## config.mk

```make
export PLATFORM = sky130hd
export DESIGN_NAME = lcdcmd_decoder
export DESIGN_NICKNAME = d
export VERILOG_FILES = /design/src/logic/lcdcmd_pkg.sv /design/src/logic/lcdcmd_decoder.sv
export SDC_FILE = /design/constraint.sdc
export NUM_CORES = 1
export LEC_CHECK = 0
export BUFFER_PORTS_ARGS = -buffer_cell sky130_fd_sc_hd__buf_2
export CELL_PAD_IN_SITES_DETAIL_PLACEMENT = 1
export CELL_PAD_IN_SITES_GLOBAL_PLACEMENT = 2
export CORE_ASPECT_RATIO = 1.2
export CORE_MARGIN = 5
export CORE_UTILIZATION = 34
export CTS_BUF_LIST = sky130_fd_sc_hd__clkbuf_8
export DETAILED_ROUTE_END_ITERATION = 8
export PLACE_DENSITY_LB_ADDON = 0.1
export SLEW_MARGIN = 15
export SYNTH_ARGS = -nofsm -noshare
export SYNTH_HDL_FRONTEND = slang
export SYNTH_SLANG_ARGS = --single-unit
```

## constraint.sdc

```tcl
create_clock -name sys_clk -period 3.45 [get_ports sys_clk]
set_input_delay 0.1725 -clock sys_clk [delete_from_list [all_inputs] [get_ports sys_clk]]
set_output_delay 0.1725 -clock sys_clk [all_outputs]
set_load 0.01 [all_outputs]
```

## src/logic/lcdcmd_pkg.sv

```systemverilog
package lcdcmd_pkg;
  // Command codes
  localparam logic [7:0] CMD_SCREEN_OFF    = 8'h58;
  localparam logic [7:0] CMD_SCREEN_ON     = 8'h59;
  localparam logic [7:0] CMD_CURSOR_LOAD   = 8'h46;
  localparam logic [7:0] CMD_CURSOR_SHAPE  = 8'h5D;
  localparam logic [7:0] CMD_MEMORY_STORE  = 8'h42;
  localparam logic [5:0] CMD_DIR_PREFIX    = 6'h13;   // 4Ch..4Fh, low two bits carry direction
  localparam logic [7:0] CMD_DIR_RIGHT     = 8'h4C;
  localparam logic [7:0] CMD_DIR_DOWN      = 8'h4F;

  // Register offsets
  localparam logic [7:0] OFS_DISPLAY_ENABLE   = 8'h09;
  localparam logic [7:0] OFS_SCREEN_ATTRIBUTE = 8'h0A;
  localparam logic [7:0] OFS_CURSOR_WIDTH     = 8'h15;
  localparam logic [7:0] OFS_CURSOR_HEIGHT    = 8'h16;
  localparam logic [7:0] OFS_CURSOR_DIRECTION = 8'h17;
  localparam logic [7:0] OFS_CURSOR_ADDR_LOW  = 8'h1C;
  localparam logic [7:0] OFS_CURSOR_ADDR_HIGH = 8'h1D;

  // Field positions
  localparam int DISPLAY_ENABLE_BIT  = 0;
  localparam int FLASH_LSB           = 0;
  localparam int BLOCK1_LSB          = 2;
  localparam int BLOCK2_4_LSB        = 4;
  localparam int BLOCK3_LSB          = 6;
  localparam int SIZE_FIELD_MSB      = 3;
  localparam int CURSOR_BLOCK_BIT    = 7;
  localparam int DIRECTION_MSB       = 1;

  // Direction encodings
  localparam logic [1:0] DIR_RIGHT = 2'h0;
  localparam logic [1:0] DIR_LEFT  = 2'h1;
  localparam logic [1:0] DIR_UP    = 2'h2;
  localparam logic [1:0] DIR_DOWN  = 2'h3;

  // Reset values
  localparam logic [7:0]  RST_BYTE = 8'h00;
  localparam logic [15:0] RST_ADDR = 16'h0000;

  typedef enum logic [2:0] {
    ST_IDLE     = 3'b000,
    ST_SCREEN_1 = 3'b001,
    ST_LOAD_1   = 3'b010,
    ST_LOAD_2   = 3'b011,
    ST_SHAPE_1  = 3'b100,
    ST_SHAPE_2  = 3'b101,
    ST_STORE    = 3'b110,
    ST_SKIP     = 3'b111
  } lcdcmd_state_t;
endpackage : lcdcmd_pkg

```

## src/logic/lcdcmd_decoder.sv

```systemverilog
module lcdcmd_decoder (
  // Clock and reset
  input  wire  logic        sys_clk,
  input  wire  logic        rst,
  // Host pins, asynchronous to sys_clk
  input  wire  logic        host_write_strobe,
  input  wire  logic        host_is_command,
  input  wire  logic [7:0]  host_data,
  // Line pitch in addresses, from the scroll setup logic
  input  wire  logic [15:0] line_pitch,
  // Register contents
  output logic              display_enable,
  output logic [1:0]        cursor_flash_select,
  output logic [1:0]        block1_show,
  output logic [1:0]        block2_4_show,
  output logic [1:0]        block3_show,
  output logic [3:0]        cursor_width_field,
  output logic [3:0]        cursor_height_field,
  output logic              cursor_block_select,
  output logic [1:0]        cursor_direction,
  output logic [15:0]       cursor_address,
  // Display memory write port
  output logic              mem_write_en,
  output logic [15:0]       mem_write_addr,
  output logic [7:0]        mem_write_data
);
  import lcdcmd_pkg::*;

  logic [2:0]    strobe_sync_reg;
  logic [1:0]    is_cmd_sync_reg;
  logic [7:0]    data_sync1_reg;
  logic [7:0]    data_sync2_reg;
  logic          take_byte;
  lcdcmd_state_t state_reg;
  lcdcmd_state_t state_next;
  logic [7:0]    screen_attribute_reg;
  logic [7:0]    cursor_width_reg;
  logic [7:0]    cursor_height_shape_reg;
  logic [7:0]    cursor_direction_reg;
  logic [7:0]    cursor_address_low_reg;
  logic [7:0]    cursor_address_high_reg;
  logic          display_enable_reg;
  logic          is_param;
  logic          is_cmd;

  // Wraps modulo 2^16; up and down moves use the pitch from scroll setup
  function automatic logic [15:0] step_addr(input logic [15:0] addr,
                                            input logic [1:0]  dir,
                                            input logic [15:0] pitch);
    case (dir)
      DIR_RIGHT: step_addr = addr + 16'h0001;
      DIR_LEFT:  step_addr = addr - 16'h0001;
      DIR_UP:    step_addr = addr - pitch;
      default:   step_addr = addr + pitch;
    endcase
  endfunction : step_addr

  // Two flops before use; strobe gets a third for edge detection
  always_ff @(posedge sys_clk or posedge rst) begin
    if (rst) begin
      strobe_sync_reg <= 3'h0;
      is_cmd_sync_reg <= 2'h0;
      data_sync1_reg  <= RST_BYTE;
      data_sync2_reg  <= RST_BYTE;
    end else begin
      strobe_sync_reg <= {strobe_sync_reg[1:0], host_write_strobe};
      is_cmd_sync_reg <= {is_cmd_sync_reg[0], host_is_command};
      data_sync1_reg  <= host_data;
      data_sync2_reg  <= data_sync1_reg;
    end
  end

  // Limitation: a strobe high or low for under three clocks may be missed
  // Data must be stable while the strobe is high, so it is sampled on the rising edge
  assign take_byte = strobe_sync_reg[1] & ~strobe_sync_reg[2];
  assign is_cmd    = take_byte & is_cmd_sync_reg[1];
  assign is_param  = take_byte & ~is_cmd_sync_reg[1];

  // Unknown codes park in ST_SKIP, so their parameters are dropped
  always_comb begin
    state_next = state_reg;
    // Any new command aborts whatever sequence was open
    if (is_cmd) begin
      case (data_sync2_reg)
        CMD_SCREEN_OFF, CMD_SCREEN_ON: state_next = ST_SCREEN_1;
        CMD_CURSOR_LOAD:               state_next = ST_LOAD_1;
        CMD_CURSOR_SHAPE:              state_next = ST_SHAPE_1;
        CMD_MEMORY_STORE:              state_next = ST_STORE;
        default:                       state_next = ST_SKIP;
      endcase
    end else if (is_param) begin
      case (state_reg)
        ST_SCREEN_1: state_next = ST_SKIP;
        ST_LOAD_1:   state_next = ST_LOAD_2;
        ST_LOAD_2:   state_next = ST_SKIP;
        ST_SHAPE_1:  state_next = ST_SHAPE_2;
        ST_SHAPE_2:  state_next = ST_SKIP;
        ST_STORE:    state_next = ST_STORE;   // Unlimited count
        default:     state_next = state_reg;
      endcase
    end
  end

  always_ff @(posedge sys_clk or posedge rst) begin
    if (rst) begin
      state_reg <= ST_IDLE;
    end else begin
      state_reg <= state_next;
    end
  end

  // Display enable follows the code's low bit
  always_ff @(posedge sys_clk or posedge rst) begin
    if (rst) begin
      display_enable_reg <= 1'b0;
    end else if (is_cmd && data_sync2_reg == CMD_SCREEN_OFF) begin
      display_enable_reg <= 1'b0;
    end else if (is_cmd && data_sync2_reg == CMD_SCREEN_ON) begin
      display_enable_reg <= 1'b1;
    end
  end

  always_ff @(posedge sys_clk or posedge rst) begin
    if (rst) begin
      screen_attribute_reg <= RST_BYTE;
    end else if (is_param && state_reg == ST_SCREEN_1) begin
      screen_attribute_reg <= data_sync2_reg;
    end
  end

  always_ff @(posedge sys_clk or posedge rst) begin
    if (rst) begin
      cursor_width_reg        <= RST_BYTE;
      cursor_height_shape_reg <= RST_BYTE;
    end else if (is_param && state_reg == ST_SHAPE_1) begin
      cursor_width_reg <= {4'h0, data_sync2_reg[SIZE_FIELD_MSB:0]};
    end else if (is_param && state_reg == ST_SHAPE_2) begin
      cursor_height_shape_reg <= {data_sync2_reg[CURSOR_BLOCK_BIT], 3'h0,
                                  data_sync2_reg[SIZE_FIELD_MSB:0]};
    end
  end

  always_ff @(posedge sys_clk or posedge rst) begin
    if (rst) begin
      cursor_direction_reg <= RST_BYTE;
    end else if (is_cmd && data_sync2_reg[7:2] == CMD_DIR_PREFIX) begin
      cursor_direction_reg <= {6'h00, data_sync2_reg[DIRECTION_MSB:0]};
    end
  end

  // Cursor: loaded by parameters, stepped after each stored byte
  always_ff @(posedge sys_clk or posedge rst) begin
    if (rst) begin
      cursor_address_low_reg  <= RST_BYTE;
      cursor_address_high_reg <= RST_BYTE;
    end else if (is_param && state_reg == ST_LOAD_1) begin
      cursor_address_low_reg <= data_sync2_reg;
    end else if (is_param && state_reg == ST_LOAD_2) begin
      cursor_address_high_reg <= data_sync2_reg;
    end else if (is_param && state_reg == ST_STORE) begin
      {cursor_address_high_reg, cursor_address_low_reg} <=
        step_addr({cursor_address_high_reg, cursor_address_low_reg},
                  cursor_direction_reg[DIRECTION_MSB:0], line_pitch);
    end
  end

  // Write uses the address before the step
  always_ff @(posedge sys_clk or posedge rst) begin
    if (rst) begin
      mem_write_en   <= 1'b0;
      mem_write_addr <= RST_ADDR;
      mem_write_data <= RST_BYTE;
    end else begin
      mem_write_en <= is_param && state_reg == ST_STORE;
      if (is_param && state_reg == ST_STORE) begin
        mem_write_addr <= {cursor_address_high_reg, cursor_address_low_reg};
        mem_write_data <= data_sync2_reg;
      end
    end
  end

  // Registered copies keep every output straight from a flop
  always_ff @(posedge sys_clk or posedge rst) begin
    if (rst) begin
      display_enable      <= 1'b0;
      cursor_flash_select <= 2'h0;
      block1_show         <= 2'h0;
      block2_4_show       <= 2'h0;
      block3_show         <= 2'h0;
      cursor_width_field  <= 4'h0;
      cursor_height_field <= 4'h0;
      cursor_block_select <= 1'b0;
      cursor_direction    <= 2'h0;
      cursor_address      <= RST_ADDR;
    end else begin
      display_enable      <= display_enable_reg;
      cursor_flash_select <= screen_attribute_reg[FLASH_LSB +: 2];
      block1_show         <= screen_attribute_reg[BLOCK1_LSB +: 2];
      block2_4_show       <= screen_attribute_reg[BLOCK2_4_LSB +: 2];
      block3_show         <= screen_attribute_reg[BLOCK3_LSB +: 2];
      cursor_width_field  <= cursor_width_reg[SIZE_FIELD_MSB:0];
      cursor_height_field <= cursor_height_shape_reg[SIZE_FIELD_MSB:0];
      cursor_block_select <= cursor_height_shape_reg[CURSOR_BLOCK_BIT];
      cursor_direction    <= cursor_direction_reg[DIRECTION_MSB:0];
      cursor_address      <= {cursor_address_high_reg, cursor_address_low_reg};
    end
  end
endmodule : lcdcmd_decoder

```

* Yosys cells after proc, flatten, opt, wreduce, memory -nomap -nowiden
Cells that the tools add are included.
** Storage, ports and cells
- Flip-flop bits (word level) :: 121
- Input port bits :: 28
- Output and inout port bits :: 61
- Word-level logic and storage cells :: 84
** Operators by class
- Add/subtract/negate cells :: 4
- Equality and inequality tests :: 15
- Multiplexer cells :: 12
- Bitwise gates (word level) :: 7
- Reduce and logical (&&, ||, !) cells :: 21
** Operator list (number)
- one-hot mux 16 bit (3 select lines) :: 1
- equality test 8 x 7 -> 1 bit, second input constant :: 5
- two-way mux 8 bit :: 5
- one-hot mux 3 bit (4 select lines) :: 2
- adder 16 x 1 -> 16 bit, second input constant :: 1
- adder 16 bit :: 1
- subtractor 16 x 1 -> 16 bit, second input constant :: 1
- subtractor 16 bit :: 1
- equality test 3 bit, second input constant :: 3
- logical AND 1 bit :: 9
- AND reduction 2 bit :: 4
- nonzero test 2 bit :: 4
- equality test 3 x 2 -> 1 bit, second input constant :: 2
- equality test 6 x 5 -> 1 bit, second input constant :: 1
- two-way mux 3 bit :: 2
- nonzero test 5 bit :: 1
- NOT 1 bit :: 4
- AND 1 bit :: 3
- equality test 3 x 1 -> 1 bit, second input constant :: 1
- OR reduction 3 bit :: 1
- equality test 2 x 1 -> 1 bit, second input constant :: 1
- equality test 2 bit, second input constant :: 1
- zero test 2 bit :: 1
- two-way mux 1 bit :: 2
- 2 further kinds :: 2

* Logic depth before layout (Yosys ltp)
- Depth after elaboration :: 7
- Depth in mapped cells :: 15

* Worst setup path before layout
No wires, ideal clock.
- Path type :: reg-to-reg
- Start :: register cursor_direction_reg[1]
- End :: register cursor_address_high_reg[7]
- Setup time :: 0.120 ns
- Arrival time :: 2.781 ns
- Data required time :: 3.330 ns
- Slack :: 0.550 ns
- Cell stages (with the launch flop) :: 14
- Buffers on the path :: 2
- Cells stage by stage :: dfrtp_1 -> clkbuf_2 -> nor2b_1 -> clkbuf_1 -> a21oi_1 -> o21ai_0 -> ha_1 -> o21ai_1 -> a211oi_1 -> o31a_1 -> o21ai_2 -> a31oi_1 -> or4_1 -> and3_1
** On the way
- Longest elaborated chain between the ends :: 4
- Elaborated cells between the ends (all ways) :: 6
- Classes of those cells :: eq/ne (2); mux (3); reduce/logical (1)
** Ends and longest elaborated chain
- from (decl) :: line lcdcmd_decoder.sv:39 : logic [7:0] cursor_direction_reg;
- from (signal assigned) :: line lcdcmd_decoder.sv:147 : cursor_direction_reg <= {6'h00, data_sync2_reg[DIRECTION_MSB:0]};
- equality test 2 bit (tied with other cells) :: line lcdcmd_decoder.sv:50 : case (dir)
- one-hot mux 16 bit (3 select lines) * :: line lcdcmd_decoder.sv:50
- two-way mux 8 bit * :: line lcdcmd_decoder.sv:160 : end else if (is_param && state_reg == ST_STORE) begin
- two-way mux 8 bit * :: line lcdcmd_decoder.sv:158 : end else if (is_param && state_reg == ST_LOAD_2) begin
- to (signal assigned) :: line lcdcmd_decoder.sv:159 : cursor_address_high_reg <= data_sync2_reg;
- to (signal assigned) :: line lcdcmd_decoder.sv:161 : {cursor_address_high_reg, cursor_address_low_reg} <=
- to (decl) :: line lcdcmd_decoder.sv:41 : logic [7:0] cursor_address_high_reg;
Mark *: on every way between the ends. The rest lies on a longest branch, timed or not. The select of a mux whose other input is x is not followed.
A chain may end at the register's enable or synchronous reset.

* Final worst setup path
- Start :: register cursor_direction_reg[0]
- End :: register cursor_address_high_reg[6]
Same word-level chain as after synthesis.

==> results.yml <==
job:
  cap_violations: 0
cells_and_area:
  multiInputGateArea_mm2: 0.00207
  fin_nets: 634
  final_common_cell: "dfrtp_1"
  reg_top3: "cursor_address x16, mem_write_addr x16"
  fin_cells: 806
  synthToLayoutAreaGrowth_pct: 23.1
  layout_common_cells: "dfrtp_1, nand2_1, buf_2"
  seq_area_mm2: 0.00303
  antenna_cells: 0
  drive_gt1_frac: 0.261
  n_fill_cell: 1747
timing:
  grt_setup_unrepaired: "no"
  hold_violations: 0
  setup_viol: 0
  skew_ns: 0.0158
  period_minus_slack_ns: 3.11
  min_period_over_period: 0.902
  relSlewSlack: 0.383
  drv_slew: 0
  tightest_slew_ns: 0.926
  setup_tns_ns: 0
  holdWs_ns: 0.341
  max_clock_freq_mhz: 321
synth:
  yosys_warnings: 0
  synth_largest_area_cell: "dfrtp_1"
  synth-async-reset-ratio: 1.00
  ys_ff_latch: 121
  synth.yosys.seq_area_share: 0.577
  syn-cell-area_mm2: 0.00525
  synth_nets: 525
  synth_edf_count: 0
  synthDistinctLibCells: 53
  yosysTopAreaCellShare: 0.577
  syn_inst: 480
  avgSynthCellArea_um2: 10.9
  synthFlopType: "dfrtp_1"
  synth_area_leaders: "dfrtp_1, nand2_1, mux2_2, ha_1, a21oi_1"
hold_path:
  hp-start: "data_sync1_reg[2]$_DFF_PP0_"
  hold_depth: 0
  whs_endpoint: "data_sync2_reg[2]$_DFF_PP0_"
  min_path_type: "flop to flop"
detailed_routing:
  ant_nets: 0
  detail_route.wirelength_um: 13500
  drt_iter0_markers: 155
  vias: 3870
  first_pass_iters: 4
  routed_via_density: 4.80
  drc: 0
  wl_per_cell_um: 16.7
global_routing:
  antenna_found_initial: 0
  grt_max_degree: 77
  globalRoute.totalOverflow: 0
  grt_usage: 0.159
  grt_pass1_wl_um: 22300
  grt_pass1_vias: 4234
floorplanning:
  fp.dieH_um: 146
  core-area_mm2: 0.0151
  rows: 49
  io_pins: 89
  start_util: 0.348
  die_x_um: 123
  design.die.area_mm2: 0.0180
clock_tree:
  cts_resized: 0
  root_buffer: "clkbuf_8"
  cts_tree: "built"
  cts-htree-levels: 4
  cts.reportedPaths.clkPinSlew_ns: 0.08
  cts_setup_buffers: 0
  clk_path_buf_depth: 2
  numCtsBuffers: 17
  insertion_delay_ns: 0.43
  clkSinkCount: 121
setup_path:
  crit-reg2reg-launch: "cursor_direction_reg[0]$_DFFE_PP0P_"
  crit_type: "flop to flop"
  crit_chain: "nor2b_1 -> a21oi_1 -> o21ai_0 -> ha_1 -> a211oi_1 -> o21ai_1 -> nand3_1 -> a21oi_1 -> a311o_1 -> xnor2_1 -> a21oi_1"
  reg2reg_to: "cursor_address_high_reg[6]$_DFFE_PP0P_"
  r2r_slack_ns: 0.34
  rr_worst_depth: 11
  cp_slowest_cell: "dfrtp_1"
  start_kind: "flop"
  arrival_ns: 3.40
  cp-end-kind: "flop"
  crit_top_cell: "a21oi_1"
  slowest_delay_ns: 0.49
  required_ns: 3.74
  crit_fanout: 10
power_and_ir_drop:
  p_per_area_mw_per_mm2: 628
  power.leakage_nw: 3.23
  peakVddDrop_uv: 161
place:
  hpwl_um: 9770
  placed_cells: 763
  port_buffers: 88
  place_congestion: 0.790
status:
  status: "finished, final reports clean"
how the worst max path moves through the flow:
stage	from	end	slack (ns)	cells after the start
final	cursor_direction_reg[0]$_DFFE_PP0P_	cursor_address_high_reg[6]$_DFFE_PP0P_	0.34	11
after global routing	cursor_direction_reg[0]$_DFFE_PP0P_	cursor_address_high_reg[6]$_DFFE_PP0P_	0.05	11
after floorplan	rst	block1_show[0]$_DFF_PP0_	0.06	1
after global placement	line_pitch[2]	cursor_address_high_reg[7]$_DFFE_PP0P_	0.35	12
after detailed placement	line_pitch[4]	cursor_address_high_reg[7]$_DFFE_PP0P_	0.25	13
after CTS	cursor_direction_reg[0]$_DFFE_PP0P_	cursor_address_high_reg[6]$_DFFE_PP0P_	0.33	11
area by class of cell:
type,count,share of cell area
Inverter,15,0.00910
Tap cell,204,0.0395
Clock inverter,15,0.0292
Multi-Input combinational cell,327,0.321
Sequential cell,121,0.469
Clock buffer,17,0.0362
Timing Repair Buffer,107,0.0964
report_power, final:
part	switching (mW)	leakage, nW	internal (mW)
Clock	0.625	0.219	0.733
Sequential	0.159	1.49	1.63
Combinational	0.507	1.52	0.406
metal layers:
| metal | part of all wire | vias up | global-route usage |
|---|---|---|---|
| li1 | - | 1883 | - |
| met1 | 0.46 | 1900 | 0.208 |
| met2 | 0.49 | 76 | 0.263 |
| met3 | 0.039 | 11 | 0.0313 |
| met4 | 0.013 | 0 | 0.0499 |
| met5 | 0 | - | 0 |
critical path: cells and delay by family (launching register included):
family	cells	cell delay (ns)
AOI/OAI and AO/OA	7	1.52
adders and majority gates	1	0.31
xor gates and xnor gates	1	0.19
DFF	1	0.49
and+or+nand+nor	2	0.46
stage by stage:
step | utilization | power (mW) | setup slack [ns] | cell area, um2
after global routing | 0.428 | 4.32 | 0.0479 | 6460
final | 0.428 | 4.06 | 0.338 | 6460
after floorplan | - | 2.38 | 0.0633 | 5250
after detailed placement | 0.393 | 2.74 | 0.251 | 5930
after CTS | 0.428 | 4.12 | 0.326 | 6460
after global placement | 0.393 | 2.71 | 0.345 | 5930
synth_stat cells (all sizes together) (2+ instances only):
master  instances
dfrtp         121
nand2          93
o21ai          30
a21oi          29
nor2           24
mux2           18
clkbuf         16
ha             16
inv            15
xnor2          11
a31oi           9
o22ai           8
a21o            7
mux2i           7
nand3           7
nor2b           7
nor3            6
a211oi          5
a21boi          5
nand2b          5
nor3b           4
o21a            4
o22a            4
xor2            4
and3            3
nand3b          3
o211ai          2
what timing repair did:
item                                    4_1_cts  5_1_grt
endpoints found under the setup margin        0        0
hold buffers                                 11        0
hold endpoints to repair                     72        0
cell families (layout without fill, tap and decap cells):
family,after synthesis,after routing,share of synthesized area
XOR/XNOR,15,15,0.0250
multiplexers,25,25,0.0519
flip-flops,121,121,0.577
AO/OA/AOI/OAI,111,111,0.130
buffers and inverters,32,154,0.0284
adder cells (fa/ha/maj),17,17,0.0419
AND/OR/NAND/NOR,159,159,0.146
No activity file was read; power rests on OpenSTA's default activity.
